--- config.mk ---
export PLATFORM = sky130hd
export DESIGN_NAME = twmt_top
export DESIGN_NICKNAME = d
export VERILOG_FILES = /design/src/hw/twmt_pkg.sv /design/src/hw/twmt_bit_engine.sv /design/src/hw/twmt_top.sv
export SDC_FILE = /design/constraint.sdc
export NUM_CORES = 1
export LEC_CHECK = 0
export BUFFER_PORTS_ARGS = -buffer_cell sky130_fd_sc_hd__buf_2
export CAP_MARGIN = 30
export CORE_MARGIN = 2
export CORE_UTILIZATION = 35
export CTS_CLUSTER_SIZE = 30
export DETAILED_ROUTE_END_ITERATION = 10
export SLEW_MARGIN = 20
export SYNTH_ARGS = -nofsm -noshare
export SYNTH_HDL_FRONTEND = slang
export SYNTH_SLANG_ARGS = --single-unit
--- constraint.sdc ---
create_clock -name clk_sys -period 4.76 [get_ports clk_sys]
set_clock_uncertainty 0.1 [all_clocks]
set_input_delay 1.428 -clock clk_sys [delete_from_list [all_inputs] [get_ports clk_sys]]
set_output_delay 1.428 -clock clk_sys [all_outputs]
set_load 0.01 [all_outputs]
--- src/hw/twmt_pkg.sv ---
/*
  Shared constants for the two-wire master transmitter: register map,
  control and interrupt bit positions, bus status codes, bit engine
  command codes and bus timing.
  Assumes a 10 MHz system clock and byte addressing on the register bus.
*/
package twmt_pkg;

  // register byte offsets, one aligned 32-bit word each
  localparam logic [7:0] A_CTRL     = 8'h00;
  localparam logic [7:0] A_STATUS   = 8'h04;
  localparam logic [7:0] A_DATA     = 8'h08;
  localparam logic [7:0] A_IRQ_STAT = 8'h0C;
  localparam logic [7:0] A_IRQ_MASK = 8'h10;

  // bus_control_reg bit positions
  localparam int CTRL_FLAG_B  = 0;
  localparam int CTRL_START_B = 1;
  localparam int CTRL_STOP_B  = 2;
  localparam int CTRL_ACKEN_B = 3;
  localparam int CTRL_MRX_B   = 4;

  // interrupt status and mask bits
  localparam int IRQ_W      = 2;
  localparam int IRQ_DONE_B = 0;
  localparam int IRQ_ARB_B  = 1;

  // bus_status_code_reg values
  localparam logic [7:0] ST_START    = 8'h08;
  localparam logic [7:0] ST_RESTART  = 8'h10;
  localparam logic [7:0] ST_AW_ACK   = 8'h18;
  localparam logic [7:0] ST_AW_NACK  = 8'h20;
  localparam logic [7:0] ST_DB_ACK   = 8'h28;
  localparam logic [7:0] ST_DB_NACK  = 8'h30;
  localparam logic [7:0] ST_ARB_LOST = 8'h38;
  localparam logic [7:0] ST_MR_ACK   = 8'h40;
  localparam logic [7:0] ST_MR_NACK  = 8'h48;
  localparam logic [7:0] ST_IDLE     = 8'hF8;

  // bus answers
  localparam logic [1:0] RESP_OKAY   = 2'h0;
  localparam logic [1:0] RESP_SLVERR = 2'h2;

  // timing: bus clock period and its quarter in system cycles
  localparam int CLK_PERIOD_NS = 100;
  localparam int SCL_PERIOD_NS = 800;
  localparam int QTR_CYC_RAW   = SCL_PERIOD_NS / (4 * CLK_PERIOD_NS);
  localparam int QTR_CYC       = (QTR_CYC_RAW < 1) ? 1 : QTR_CYC_RAW;
  localparam logic [7:0] QTR_LAST = 8'(QTR_CYC - 1);
  localparam logic [2:0] BIT_LAST = 3'h7;

  // bit engine commands
  typedef enum logic [1:0] {CMD_START, CMD_STOP, CMD_BIT, CMD_ACK} twmt_cmd_e;

endpackage

--- src/hw/twmt_bit_engine.sv ---
/*
  Bit engine: produces start, stop, data bit and acknowledge slots on the
  open-drain clock and data lines, checks arbitration and watches the bus
  for start and stop conditions from any master.
  Assumes pull-ups on both lines and a caller that issues a command only
  while the engine is idle (no command outstanding).
*/
`timescale 1ns/1ps
module twmt_bit_engine
  import twmt_pkg::*;
(
  input  wire logic      clk_sys,
  input  wire logic      rst_b,
  input  wire logic      scl_i,
  output logic           scl_o,
  output logic           scl_oe,
  input  wire logic      sda_i,
  output logic           sda_o,
  output logic           sda_oe,
  input  wire logic      cmd_valid,
  input  wire twmt_cmd_e cmd_code,
  input  wire logic      cmd_bit,
  output logic           done,
  output logic           rx_bit,
  output logic           arb_lost,
  output logic           bus_busy
);

  typedef enum logic [1:0] {PH_SETUP, PH_RISE, PH_HIGH, PH_FALL} twmt_phase_e;

  logic        scl_meta_reg, scl_sync_reg, scl_prev_reg;
  logic        sda_meta_reg, sda_sync_reg, sda_prev_reg;
  logic [7:0]  tick_cnt_reg;
  logic        tick;
  logic        active_reg;
  twmt_cmd_e   cmd_reg;
  logic        bit_reg;
  twmt_phase_e phase_reg;

  // open drain: only ever pull low
  assign scl_o = 1'b0;
  assign sda_o = 1'b0;

  // two-stage synchronisers, prev stage for edge detection
  always_ff @(posedge clk_sys)
  begin
    scl_meta_reg <= scl_i;
    scl_sync_reg <= scl_meta_reg;
    scl_prev_reg <= scl_sync_reg;
    sda_meta_reg <= sda_i;
    sda_sync_reg <= sda_meta_reg;
    sda_prev_reg <= sda_sync_reg;
  end

  // quarter bit-period enable
  assign tick = (tick_cnt_reg == QTR_LAST);
  always_ff @(posedge clk_sys)
  begin
    if (!rst_b || tick)
      tick_cnt_reg <= 8'h00;
    else
      tick_cnt_reg <= tick_cnt_reg + 8'h01;
  end

  // bus busy between any start and the next stop
  always_ff @(posedge clk_sys)
  begin
    if (!rst_b)
      bus_busy <= 1'b0;
    else if (scl_sync_reg && scl_prev_reg && sda_prev_reg && !sda_sync_reg)
      bus_busy <= 1'b1;
    else if (scl_sync_reg && scl_prev_reg && !sda_prev_reg && sda_sync_reg)
      bus_busy <= 1'b0;
  end

  // slot sequencer; line drive persists while idle, so clock stays low after start, bit and ack slots, except a bit slot that loses arbitration
  always_ff @(posedge clk_sys)
  begin
    if (!rst_b)
    begin
      active_reg <= 1'b0;
      cmd_reg    <= CMD_START;
      bit_reg    <= 1'b1;
      phase_reg  <= PH_SETUP;
      scl_oe     <= 1'b0;
      sda_oe     <= 1'b0;
      done       <= 1'b0;
      arb_lost   <= 1'b0;
      rx_bit     <= 1'b1;
    end
    else
    begin
      done     <= 1'b0;
      arb_lost <= 1'b0;
      if (!active_reg && cmd_valid)
      begin
        active_reg <= 1'b1;
        cmd_reg    <= cmd_code;
        bit_reg    <= cmd_bit;
        phase_reg  <= PH_SETUP;
      end
      else if (active_reg && tick)
      begin
        case (phase_reg)
          PH_SETUP:
          begin
            sda_oe    <= (cmd_reg == CMD_STOP) || (cmd_reg == CMD_BIT && !bit_reg);
            phase_reg <= PH_RISE;
          end
          PH_RISE:
          begin
            scl_oe    <= 1'b0;
            phase_reg <= PH_HIGH;
          end
          PH_HIGH:
            // slave may stretch: wait for the clock to be seen high
            if (scl_sync_reg)
            begin
              rx_bit    <= sda_sync_reg;
              phase_reg <= PH_FALL;
              if (cmd_reg == CMD_START)
                sda_oe <= 1'b1;
              else if (cmd_reg == CMD_STOP)
                sda_oe <= 1'b0;
              else if (cmd_reg == CMD_BIT && bit_reg && !sda_sync_reg)
              begin
                // another master drives low: let go of both lines at once
                sda_oe     <= 1'b0;
                active_reg <= 1'b0;
                done       <= 1'b1;
                arb_lost   <= 1'b1;
              end
            end
          PH_FALL:
          begin
            scl_oe     <= (cmd_reg != CMD_STOP);
            active_reg <= 1'b0;
            done       <= 1'b1;
          end
          default: phase_reg <= PH_SETUP;
        endcase
      end
    end
  end

endmodule

--- src/hw/twmt_top.sv ---
/*
  Two-wire master transmitter with an AXI4-Lite register slave: posts a
  status code after each bus event, sets the operation done flag except after a stop, and
  waits for software to pick the next start, address, data or stop.
  Assumes pull-ups on both bus lines and a single-clock system; the bus
  lines are asynchronous and synchronised inside the bit engine.
*/
// How it works
// - each master-transmit bus event posts a status code for software to read
// - after start, status 08; loaded address-with-write frame is sent, ack sampled
// - after repeated start, status 10; address-with-write frame sent likewise
// - in status 10, an address-with-read frame is sent, then receiver mode
// - address-with-write sent: status 18 on ack, 20 on no ack
// - data byte sent: status 28 on ack, 30 on no ack
// - in 18 to 30, start 0 stop 0 done 1 sends the data byte
// - in 18 to 30, start 1 stop 0 sends a repeated start
// - in 18 to 30, stop 1 sends stop and self-clears stop flag
// - in 18 to 30, start 1 stop 1 sends stop then start
// - lost arbitration in address or data posts status 38
// - in 38, start 0 releases bus, not-addressed slave state
// - in 38, start 1 waits for free bus then sends start
`timescale 1ns/1ps
module twmt_top
  import twmt_pkg::*;
(
  input  wire logic        clk_sys,
  input  wire logic        rst_b,
  input  wire logic [7:0]  s_axi_awaddr,
  input  wire logic        s_axi_awvalid,
  output logic             s_axi_awready,
  input  wire logic [31:0] s_axi_wdata,
  input  wire logic [3:0]  s_axi_wstrb,
  input  wire logic        s_axi_wvalid,
  output logic             s_axi_wready,
  output logic [1:0]       s_axi_bresp,
  output logic             s_axi_bvalid,
  input  wire logic        s_axi_bready,
  input  wire logic [7:0]  s_axi_araddr,
  input  wire logic        s_axi_arvalid,
  output logic             s_axi_arready,
  output logic [31:0]      s_axi_rdata,
  output logic [1:0]       s_axi_rresp,
  output logic             s_axi_rvalid,
  input  wire logic        s_axi_rready,
  input  wire logic        scl_i,
  output logic             scl_o,
  output logic             scl_oe,
  input  wire logic        sda_i,
  output logic             sda_o,
  output logic             sda_oe,
  output logic             irq
);

  typedef enum logic [2:0] {SQ_IDLE, SQ_FREE, SQ_START, SQ_BITS, SQ_ACK, SQ_STOP,
                            SQ_WAIT} twmt_seq_e;

  logic             aw_held_reg, w_held_reg;
  logic [7:0]       aw_addr_reg;
  logic [31:0]      w_data_reg;
  logic [3:0]       w_strb_reg;
  logic             wr_go, wr_ctrl, wr_data, wr_mask, wr_hit, ar_fire;
  logic             rd_hit;
  logic [31:0]      rd_word;
  logic             go, w_start, w_stop, data_code;
  logic             done_flag_reg, start_req_reg, stop_req_reg, ack_en_reg;
  logic [7:0]       status_reg, bus_byte_reg, shift_reg;
  logic [2:0]       bit_cnt_reg;
  twmt_seq_e        seq_reg;
  logic             own_bus_reg, addr_phase_reg, rw_reg, rx_mode_reg;
  logic             restart_after_stop_reg, issued_reg, flag_set;
  logic [IRQ_W-1:0] irq_stat_reg, irq_mask_reg, irq_ev;
  logic             eng_cmd_valid, eng_cmd_bit, eng_done, eng_rx, eng_arb;
  logic             eng_bus_busy;
  twmt_cmd_e        eng_cmd_code;

  // write channel: address and data taken in either order, one at a time
  assign s_axi_awready = !aw_held_reg && !s_axi_bvalid;
  assign s_axi_wready  = !w_held_reg && !s_axi_bvalid;
  assign wr_go   = aw_held_reg && w_held_reg && !s_axi_bvalid;
  assign wr_hit  = (aw_addr_reg == A_CTRL) || (aw_addr_reg == A_STATUS) ||
                   (aw_addr_reg == A_DATA) || (aw_addr_reg == A_IRQ_STAT) ||
                   (aw_addr_reg == A_IRQ_MASK);
  assign wr_ctrl = wr_go && w_strb_reg[0] && (aw_addr_reg == A_CTRL);
  assign wr_data = wr_go && w_strb_reg[0] && (aw_addr_reg == A_DATA);
  assign wr_mask = wr_go && w_strb_reg[0] && (aw_addr_reg == A_IRQ_MASK);

  always_ff @(posedge clk_sys)
  begin
    if (!rst_b)
    begin
      aw_held_reg  <= 1'b0;
      w_held_reg   <= 1'b0;
      aw_addr_reg  <= 8'h00;
      w_data_reg   <= 32'h0000_0000;
      w_strb_reg   <= 4'h0;
      s_axi_bvalid <= 1'b0;
      s_axi_bresp  <= RESP_OKAY;
    end
    else
    begin
      if (s_axi_awvalid && s_axi_awready)
      begin
        aw_held_reg <= 1'b1;
        aw_addr_reg <= s_axi_awaddr;
      end
      else if (wr_go)
        aw_held_reg <= 1'b0;
      if (s_axi_wvalid && s_axi_wready)
      begin
        w_held_reg <= 1'b1;
        w_data_reg <= s_axi_wdata;
        w_strb_reg <= s_axi_wstrb;
      end
      else if (wr_go)
        w_held_reg <= 1'b0;
      if (wr_go)
      begin
        s_axi_bvalid <= 1'b1;
        s_axi_bresp  <= wr_hit ? RESP_OKAY : RESP_SLVERR;
      end
      else if (s_axi_bready)
        s_axi_bvalid <= 1'b0;
    end
  end

  // read channel: data one cycle after the address is taken
  assign s_axi_arready = !s_axi_rvalid;
  assign ar_fire       = s_axi_arvalid && s_axi_arready;

  always_comb
  begin
    rd_hit  = 1'b1;
    rd_word = 32'h0000_0000;
    case (s_axi_araddr)
      A_CTRL:     rd_word = {27'h0, rx_mode_reg, ack_en_reg, stop_req_reg,
                             start_req_reg, done_flag_reg};
      A_STATUS:   rd_word = {24'h0, status_reg};
      A_DATA:     rd_word = {24'h0, bus_byte_reg};
      A_IRQ_STAT: rd_word = {30'h0, irq_stat_reg};
      A_IRQ_MASK: rd_word = {30'h0, irq_mask_reg};
      default:    rd_hit  = 1'b0;
    endcase
  end

  always_ff @(posedge clk_sys)
  begin
    if (!rst_b)
    begin
      s_axi_rvalid <= 1'b0;
      s_axi_rdata  <= 32'h0000_0000;
      s_axi_rresp  <= RESP_OKAY;
    end
    else if (ar_fire)
    begin
      s_axi_rvalid <= 1'b1;
      s_axi_rdata  <= rd_word;
      s_axi_rresp  <= rd_hit ? RESP_OKAY : RESP_SLVERR;
    end
    else if (s_axi_rready)
      s_axi_rvalid <= 1'b0;
  end

  // software go: control write with a one in the done flag position
  assign w_start   = w_data_reg[CTRL_START_B];
  assign w_stop    = w_data_reg[CTRL_STOP_B];
  assign go        = wr_ctrl && w_data_reg[CTRL_FLAG_B];
  assign data_code = (status_reg == ST_AW_ACK) || (status_reg == ST_AW_NACK) ||
                     (status_reg == ST_DB_ACK) || (status_reg == ST_DB_NACK) ||
                     (status_reg == ST_MR_ACK) || (status_reg == ST_MR_NACK);
  assign flag_set  = eng_done && ((seq_reg == SQ_START) || (seq_reg == SQ_ACK) ||
                                  (seq_reg == SQ_BITS && eng_arb));

  // control bits; hardware set of the flag wins over a software clear
  always_ff @(posedge clk_sys)
  begin
    if (!rst_b)
    begin
      done_flag_reg <= 1'b0;
      start_req_reg <= 1'b0;
      stop_req_reg  <= 1'b0;
      ack_en_reg    <= 1'b0;
      bus_byte_reg  <= 8'h00;
    end
    else
    begin
      if (flag_set)
        done_flag_reg <= 1'b1;
      else if (go)
        done_flag_reg <= 1'b0;
      if (seq_reg == SQ_STOP && eng_done)
        stop_req_reg <= 1'b0;
      if (wr_ctrl)
      begin
        start_req_reg <= w_start;
        stop_req_reg  <= w_stop;
        ack_en_reg    <= w_data_reg[CTRL_ACKEN_B];
      end
      if (wr_data)
        bus_byte_reg <= w_data_reg[7:0];
    end
  end

  // engine command follows the sequencer state, issued once per slot
  assign eng_cmd_valid = !issued_reg && ((seq_reg == SQ_START) || (seq_reg == SQ_BITS) ||
                                         (seq_reg == SQ_ACK) || (seq_reg == SQ_STOP));
  assign eng_cmd_bit   = (seq_reg == SQ_BITS) ? shift_reg[7] : 1'b1;
  always_comb
  begin
    case (seq_reg)
      SQ_START: eng_cmd_code = CMD_START;
      SQ_STOP:  eng_cmd_code = CMD_STOP;
      SQ_ACK:   eng_cmd_code = CMD_ACK;
      default:  eng_cmd_code = CMD_BIT;
    endcase
  end

  // byte sequencer; acknowledge enable is deliberately never consulted
  always_ff @(posedge clk_sys)
  begin
    if (!rst_b)
    begin
      seq_reg                <= SQ_IDLE;
      status_reg             <= ST_IDLE;
      shift_reg              <= 8'h00;
      bit_cnt_reg            <= 3'h0;
      own_bus_reg            <= 1'b0;
      addr_phase_reg         <= 1'b0;
      rw_reg                 <= 1'b0;
      rx_mode_reg            <= 1'b0;
      restart_after_stop_reg <= 1'b0;
      issued_reg             <= 1'b0;
    end
    else
    begin
      if (eng_done)
        issued_reg <= 1'b0;
      else if (eng_cmd_valid)
        issued_reg <= 1'b1;
      case (seq_reg)
        SQ_IDLE:
          if (go && w_start)
            seq_reg <= SQ_FREE;
        SQ_FREE:
          if (!eng_bus_busy)
            seq_reg <= SQ_START;
        SQ_START:
          if (eng_done)
          begin
            status_reg     <= own_bus_reg ? ST_RESTART : ST_START;
            own_bus_reg    <= 1'b1;
            addr_phase_reg <= 1'b1;
            rx_mode_reg    <= 1'b0;
            seq_reg        <= SQ_WAIT;
          end
        SQ_BITS:
          if (eng_done && eng_arb)
          begin
            status_reg  <= ST_ARB_LOST;
            own_bus_reg <= 1'b0;
            seq_reg     <= SQ_WAIT;
          end
          else if (eng_done)
          begin
            shift_reg   <= {shift_reg[6:0], 1'b0};
            bit_cnt_reg <= bit_cnt_reg + 3'h1;
            if (bit_cnt_reg == BIT_LAST)
              seq_reg <= SQ_ACK;
          end
        SQ_ACK:
          if (eng_done)
          begin
            addr_phase_reg <= 1'b0;
            seq_reg        <= SQ_WAIT;
            if (addr_phase_reg && rw_reg)
            begin
              rx_mode_reg <= 1'b1;
              status_reg  <= eng_rx ? ST_MR_NACK : ST_MR_ACK;
            end
            else if (addr_phase_reg)
              status_reg <= eng_rx ? ST_AW_NACK : ST_AW_ACK;
            else
              status_reg <= eng_rx ? ST_DB_NACK : ST_DB_ACK;
          end
        SQ_STOP:
          if (eng_done)
          begin
            own_bus_reg <= 1'b0;
            rx_mode_reg <= 1'b0;
            if (restart_after_stop_reg)
              seq_reg <= SQ_START;
            else
            begin
              seq_reg    <= SQ_IDLE;
              status_reg <= ST_IDLE;
            end
          end
        SQ_WAIT:
          // bus clock stays low here, except after lost arbitration, until software writes the flag
          if (go)
          begin
            if ((status_reg == ST_START || status_reg == ST_RESTART) && !w_stop)
            begin
              shift_reg   <= bus_byte_reg;
              rw_reg      <= bus_byte_reg[0];
              bit_cnt_reg <= 3'h0;
              seq_reg     <= SQ_BITS;
            end
            else if (data_code && !w_stop && !w_start)
            begin
              shift_reg   <= bus_byte_reg;
              bit_cnt_reg <= 3'h0;
              seq_reg     <= SQ_BITS;
            end
            else if (data_code && w_start && !w_stop)
              seq_reg <= SQ_START;
            else if (data_code && w_stop)
            begin
              restart_after_stop_reg <= w_start;
              seq_reg                <= SQ_STOP;
            end
            else if (status_reg == ST_ARB_LOST && w_start)
              seq_reg <= SQ_FREE;
            else if (status_reg == ST_ARB_LOST)
            begin
              seq_reg    <= SQ_IDLE;
              status_reg <= ST_IDLE;
            end
          end
        default: seq_reg <= SQ_IDLE;
      endcase
    end
  end

  // sticky events, cleared by a read of the interrupt status word; set wins
  assign irq_ev[IRQ_DONE_B] = flag_set;
  assign irq_ev[IRQ_ARB_B]  = flag_set && (seq_reg == SQ_BITS);
  assign irq = |(irq_stat_reg & irq_mask_reg);
  always_ff @(posedge clk_sys)
  begin
    if (!rst_b)
    begin
      irq_stat_reg <= '0;
      irq_mask_reg <= '0;
    end
    else
    begin
      irq_stat_reg <= ((ar_fire && s_axi_araddr == A_IRQ_STAT) ? '0 : irq_stat_reg) | irq_ev;
      if (wr_mask)
        irq_mask_reg <= w_data_reg[IRQ_W-1:0];
    end
  end

  twmt_bit_engine u_eng (
    .clk_sys   (clk_sys),
    .rst_b     (rst_b),
    .scl_i     (scl_i),
    .scl_o     (scl_o),
    .scl_oe    (scl_oe),
    .sda_i     (sda_i),
    .sda_o     (sda_o),
    .sda_oe    (sda_oe),
    .cmd_valid (eng_cmd_valid),
    .cmd_code  (eng_cmd_code),
    .cmd_bit   (eng_cmd_bit),
    .done      (eng_done),
    .rx_bit    (eng_rx),
    .arb_lost  (eng_arb),
    .bus_busy  (eng_bus_busy)
  );
endmodule

# After elaboration in Yosys (flattened, before gate mapping)
# Index checks and enable logic that the tools add are counted.
[totals]
output_inout_bits = 46
elab_cells = 319
ff_bits = 127
in_bits = 61
[op_classes]
n_reduce_logical = 110
n_eq_ne = 60
add_sub_neg = 2
muxes = 94
bitwise_logic = 9
[op_table]
columns = ["operator", "n"]
rows = [
  ["2-to-1 mux 8 bit", 17],
  ["case mux 8 bit (5 select lines)", 2],
  ["2-to-1 mux 3 bit", 19],
  ["equality test 8 x 4 -> 1 bit (second input constant)", 5],
  ["logical AND 1 bit", 38],
  ["2-to-1 mux 1 bit", 33],
  ["equality test 8 x 5 -> 1 bit (second input constant)", 4],
  ["equality test 8 x 6 -> 1 bit (second input constant)", 4],
  ["nonzero test 2 bit", 13],
  ["inequality test 2 bit (second input constant)", 11],
  ["inequality test 2 x 1 -> 1 bit (second input constant)", 10],
  ["case mux 3 bit (6 select lines)", 1],
  ["logical OR 1 bit", 17],
  ["equality test 8 x 3 -> 1 bit (second input constant)", 2],
  ["equality test 8 x 7 -> 1 bit (second input constant)", 2],
  ["logical NOT 8 bit", 2],
  ["case mux 8 bit (2 select lines)", 1],
  ["AND reduction 13 bit", 1],
  ["equality test 3 bit (second input constant)", 4],
  ["logical NOT 1 bit", 12],
  ["2-to-1 mux 6 bit", 2],
  ["inequality test 3 x 1 -> 1 bit (second input constant)", 4],
  ["case mux 1 bit (2 select lines)", 6],
  ["case mux 2 bit (3 select lines)", 2],
  ["other kinds (33)", 63],
]

# Longest topological paths before layout
[logic_depth]
word_depth = 13
mapped_depth = 8
ltp_nobuf = 7

# Modules after synthesis
# From an unflattened synthesis, not the netlist that was laid out.
[hier_totals]
hier_cells = 604
hier_area_um2 = 5098.6
[modules_own_cells]
columns = ["module", "seq_area_each_um2", "area_each_um2", "cells_per_inst", "n_inst"]
rows = [
  ["twmt_top", 1441.4, 3985.1, 489, 1],
  ["twmt_bit_engine", 520.5, 1113.6, 115, 1],
]

# Worst setup path after synthesis
# OpenSTA, ideal clock, no wires.
[synth_timing]
path_kind = "input -> register"
from = "in s_axi_araddr[7]"
to = "reg irq_stat_reg[1]"
n_path_buf = 0
setup_time_ns = 0.128
slack_ns = 1.633
stages = 5
arrival_time_ns = 2.899
required_time_ns = 4.532
path_cell_list = "or4_1 -> nor4_1 -> nand3_1 -> a2bb2oi_1 -> nor2_1"
[synth_via]
elab_chain_cells = 4
[synth_rtl]
columns = ["element", "line_no", "source"]
rows = [
  ["start: declaration", "twmt_top.sv:38", "input wire logic [7:0] s_axi_araddr,"],
  ["equality test 8 x 4 -> 1 bit", "twmt_top.sv:347", "irq_stat_reg <= ((ar_fire && s_axi_araddr == A_IRQ_STAT) ? '0 : irq_stat_reg) | irq_ev;"],
  ["logical AND 1 bit", "twmt_top.sv:347", ""],
  ["2-to-1 mux 2 bit", "twmt_top.sv:347", ""],
  ["OR 2 bit", "twmt_top.sv:347", ""],
  ["end signal: assignment", "twmt_top.sv:347", ""],
  ["end: declaration", "twmt_top.sv:71", "logic [IRQ_W-1:0] irq_stat_reg, irq_mask_reg, irq_ev;"],
]
# Every way passes these cells.
# A chain may end at the register's enable or synchronous reset.

# Final worst setup path
[layout_timing]
from = "in s_axi_araddr[7]"
to = "reg s_axi_rdata[0]"
[layout_via]
elab_chain_cells = 2
word_cells_on_any_way = 6
cone_classes = "4 x eq/ne; 1 x mux; 1 x reduce/logical"
[layout_rtl]
columns = ["element", "line_no", "source"]
rows = [
  ["equality test 8 x 5 -> 1 bit (tied with other cells)", "twmt_top.sv:134", "case (s_axi_araddr)"],
  ["case mux 8 bit (5 select lines) (*)", "twmt_top.sv:134", ""],
  ["end signal: assignment", "twmt_top.sv:156", "s_axi_rdata <= rd_word;"],
  ["end: declaration", "twmt_top.sv:41", "output logic [31:0] s_axi_rdata,"],
]
# Every way passes the cells marked *; elsewhere a longest branch is shown, timed or not.

==> flow_summary.ini <==
[outcome]
status = completed

[drt]
drt-pass1-iter-count = 4
routed_via_density = 5.15
final_antenna_net_count = 0
postRouteWirelength_microns = 11000
detailedRoute.firstIterationViolations = 139
via_count = 4020
wl_per_cell_microns = 14.1
drc = 0

[final_layout]
final_nets = 666
area_growth_syn_to_layout_pct = 11.7
antennaDiodeCount = 0
final_common_cell = dfxtp_1
final_cell_mix = dfxtp_1, nor2_1, buf_2
drive_gt1_frac = 0.143
fillers = 1441

[logic_synthesis]
synth_top_family_by_area = simple AND/OR/NAND/NOR gates
yosysSeqAreaShare = 0.399
async_flop_share = 0
syn_inst = 565
synthXorXnorAreaFrac = 0.0178
synth_compound_area_frac = 0.170
syn-cell-area_sq_um = 4910
synth-seq-cells = 98
synth_area_per_cell_sq_um = 8.70
muxShareOfSynthArea = 0.0879
synth_adder_area_share = 0.0255
yosys.area_share.simple = 0.214
synth_edf_count = 0
yosys_warnings = 0
ys_types = 72
yosys_most_used_dff = dfxtp_1

[pwr]
peakVddDrop_uv = 147
p_per_area_nw_per_um2 = 337
p_leak_nw = 2.22

[setup_path]
max_stage_delay_ns = 0.61
arrival_ns = 2.92
critPathSlowestCell = nor4b_1
critPathCaptureType = flop
critPathLaunchType = primary input
crit_path_max_fanout = 3
crit_type = primary input to flop
worstPathCellList = buf_2, or4_1, nor4b_1, a22oi_1, nor2_1
required_ns = 4.96

[floorplanning]
row_count = 43
coreArea_sq_um = 13800
start_util = 0.357
die_w_microns = 122
ios = 107
dieArea_sq_um = 15000
dieHeight_microns = 122

[global_routing]
grt_max_degree = 37
grt-ovfl-total = 0
grt_pass1_vias = 3700
gr-usage-all-layers = 0.152
grt_pass1_wl_microns = 17900
antenna_found_initial = 0

[timing]
hold_viol = 0
worst_slew_pin_slew_ns = 0.850
fmax_ghz = 0.368
relSlewSlack = 0.432
fin_setup_tns_ns = 0
post-route-min-period_ns = 2.72
rsz0062_at_grt = no
post-route-period-util = 0.571
setup_viol = 0
setup_ws_ns = 2.04
drv_slew = 0

[clock_network]
h-tree-depth = 3
cts_tree = built
clk_path_buf_depth = 2
cts_num_sinks = 98
clockRootBuffer = clkbuf_16
post_cts_buffers = 0
numCtsBuffers = 9
clk_latency_ns = 0.36
ctsResizeCount = 0
cts_hold_buf = 0
path_clk_slew_ns = 0.07

[placed_design]
gp_congestion = 0.840
dp_hpwl_microns = 7780
port_buffers = 51
pre_cts_slack_ns = 1.65

[job]
drv_cap = 0

[hold_path]
worstHoldPathType = flop to flop
==> kinds of logic after synthesis <==
group / after synthesis
other cells: 1
xor+xnor: 10
compound gates: 120
flops: 98
mux: 43
buf+inv: 77
fa+ha+maj: 10
simple gates: 206
==> stage by stage <==
step,std cells,instance area [sq um],util,power (mW),hold WS (ns)
6_report,780,5490,0.398,1.85,0.231
5_1_grt,780,5490,0.398,1.93,0.252
4_1_cts,779,5480,0.398,1.87,0.232
3_5_place_dp,763,5160,0.375,1.09,0.221
3_3_place_gp,762,5150,0.374,1.09,0.212
2_1_floorplan,592,5010,-,1.06,0.210
==> worst max-delay path: cells and delay by family <==
kind / cells / cell delay, ns
buf+inv: 1 / 0.09
simple gates: 3 / 1.25
compound gates: 1 / 0.14
==> power breakdown <==
part	internal (mW)	switching (mW)	leakage, nW
clock	0.423	0.351	0.156
sequential	0.850	0.0471	0.797
combinational	0.0801	0.0976	1.27
==> routing by layer <==
| layer | GRT usage | part of all wire | up-vias |
|---|---|---|---|
| li1 | - | - | 2007 |
| met1 | 0.203 | 0.47 | 1921 |
| met2 | 0.241 | 0.48 | 81 |
| met3 | 0.0237 | 0.037 | 11 |
| met4 | 0.0726 | 0.016 | 0 |
| met5 | 0 | 0 | - |
==> worst paths after layout <==
| check | start | endpoint | slack (ns) | depth (start not counted) |
|---|---|---|---|---|
| worst max-delay path | s_axi_araddr[7] | s_axi_rdata[0]$_SDFFE_PN0P_ | 2.04 | 5 |
| worst min-delay path | u_eng.scl_meta_reg$_DFF_P_ | u_eng.scl_sync_reg$_DFF_P_ | 0.23 | 0 |
| worst max register to register | seq_reg[1]$_SDFFE_PN0P_ | shift_reg[0]$_SDFFE_PN0P_ | 2.07 | 4 |
| worst min register to register | u_eng.scl_meta_reg$_DFF_P_ | u_eng.scl_sync_reg$_DFF_P_ | 0.23 | 0 |
==> Yosys cell counts, types with 2 or more instances <==
cell        n  area (sq um)
dfxtp_1    98          1960
nor2_1     67           251
nand2_1    43           161
mux2i_1    42           420
a21oi_1    30           150
buf_4      30           225
clkbuf_1   28           105
o21ai_0    27           135
nor2b_1    18           113
inv_1      11          41.3
a22oi_1    10          75.1
and3_1     10          62.6
ha_1       10           125
nand2b_1   10          62.6
nand3_1    10          50.1
nand4_1     9          56.3
o211a_1     9          90.1
buf_2       6          30.0
nor3_1      5          25.0
xnor2_1     5          43.8
xor2_1      5          43.8
a22o_1      4          35.0
nor4_1      4          25.0
o22ai_1     4          25.0
a21boi_0    3          22.5
a311oi_1    3          26.3
nand3b_1    3          22.5
or4_1       3          22.5
a2111oi_0   2          17.5
a211oi_1    2          15.0
a31oi_1     2          12.5
and2_1      2          12.5
nand4b_1    2          17.5
nor3b_1     2          15.0
o21a_1      2          15.0
o221ai_1    2          17.5
o22a_1      2          17.5
o31a_1      2          17.5
o32ai_1     2          17.5
or2_2       2          12.5
or3_1       2          12.5
or3b_2      2          17.5
==> final cells by class <==
type | count | area, sq um | area share
clock buffers | 9 | 225 | 0.0410
clock inverters | 7 | 90.1 | 0.0164
inverters | 12 | 45.0 | 0.00821
multi-input cells | 417 | 2640 | 0.482
flip-flops and latches | 98 | 1960 | 0.358
well taps | 180 | 225 | 0.0410
repair buffers | 57 | 297 | 0.0540
Note: power is estimated with default switching activity, not from simulation.
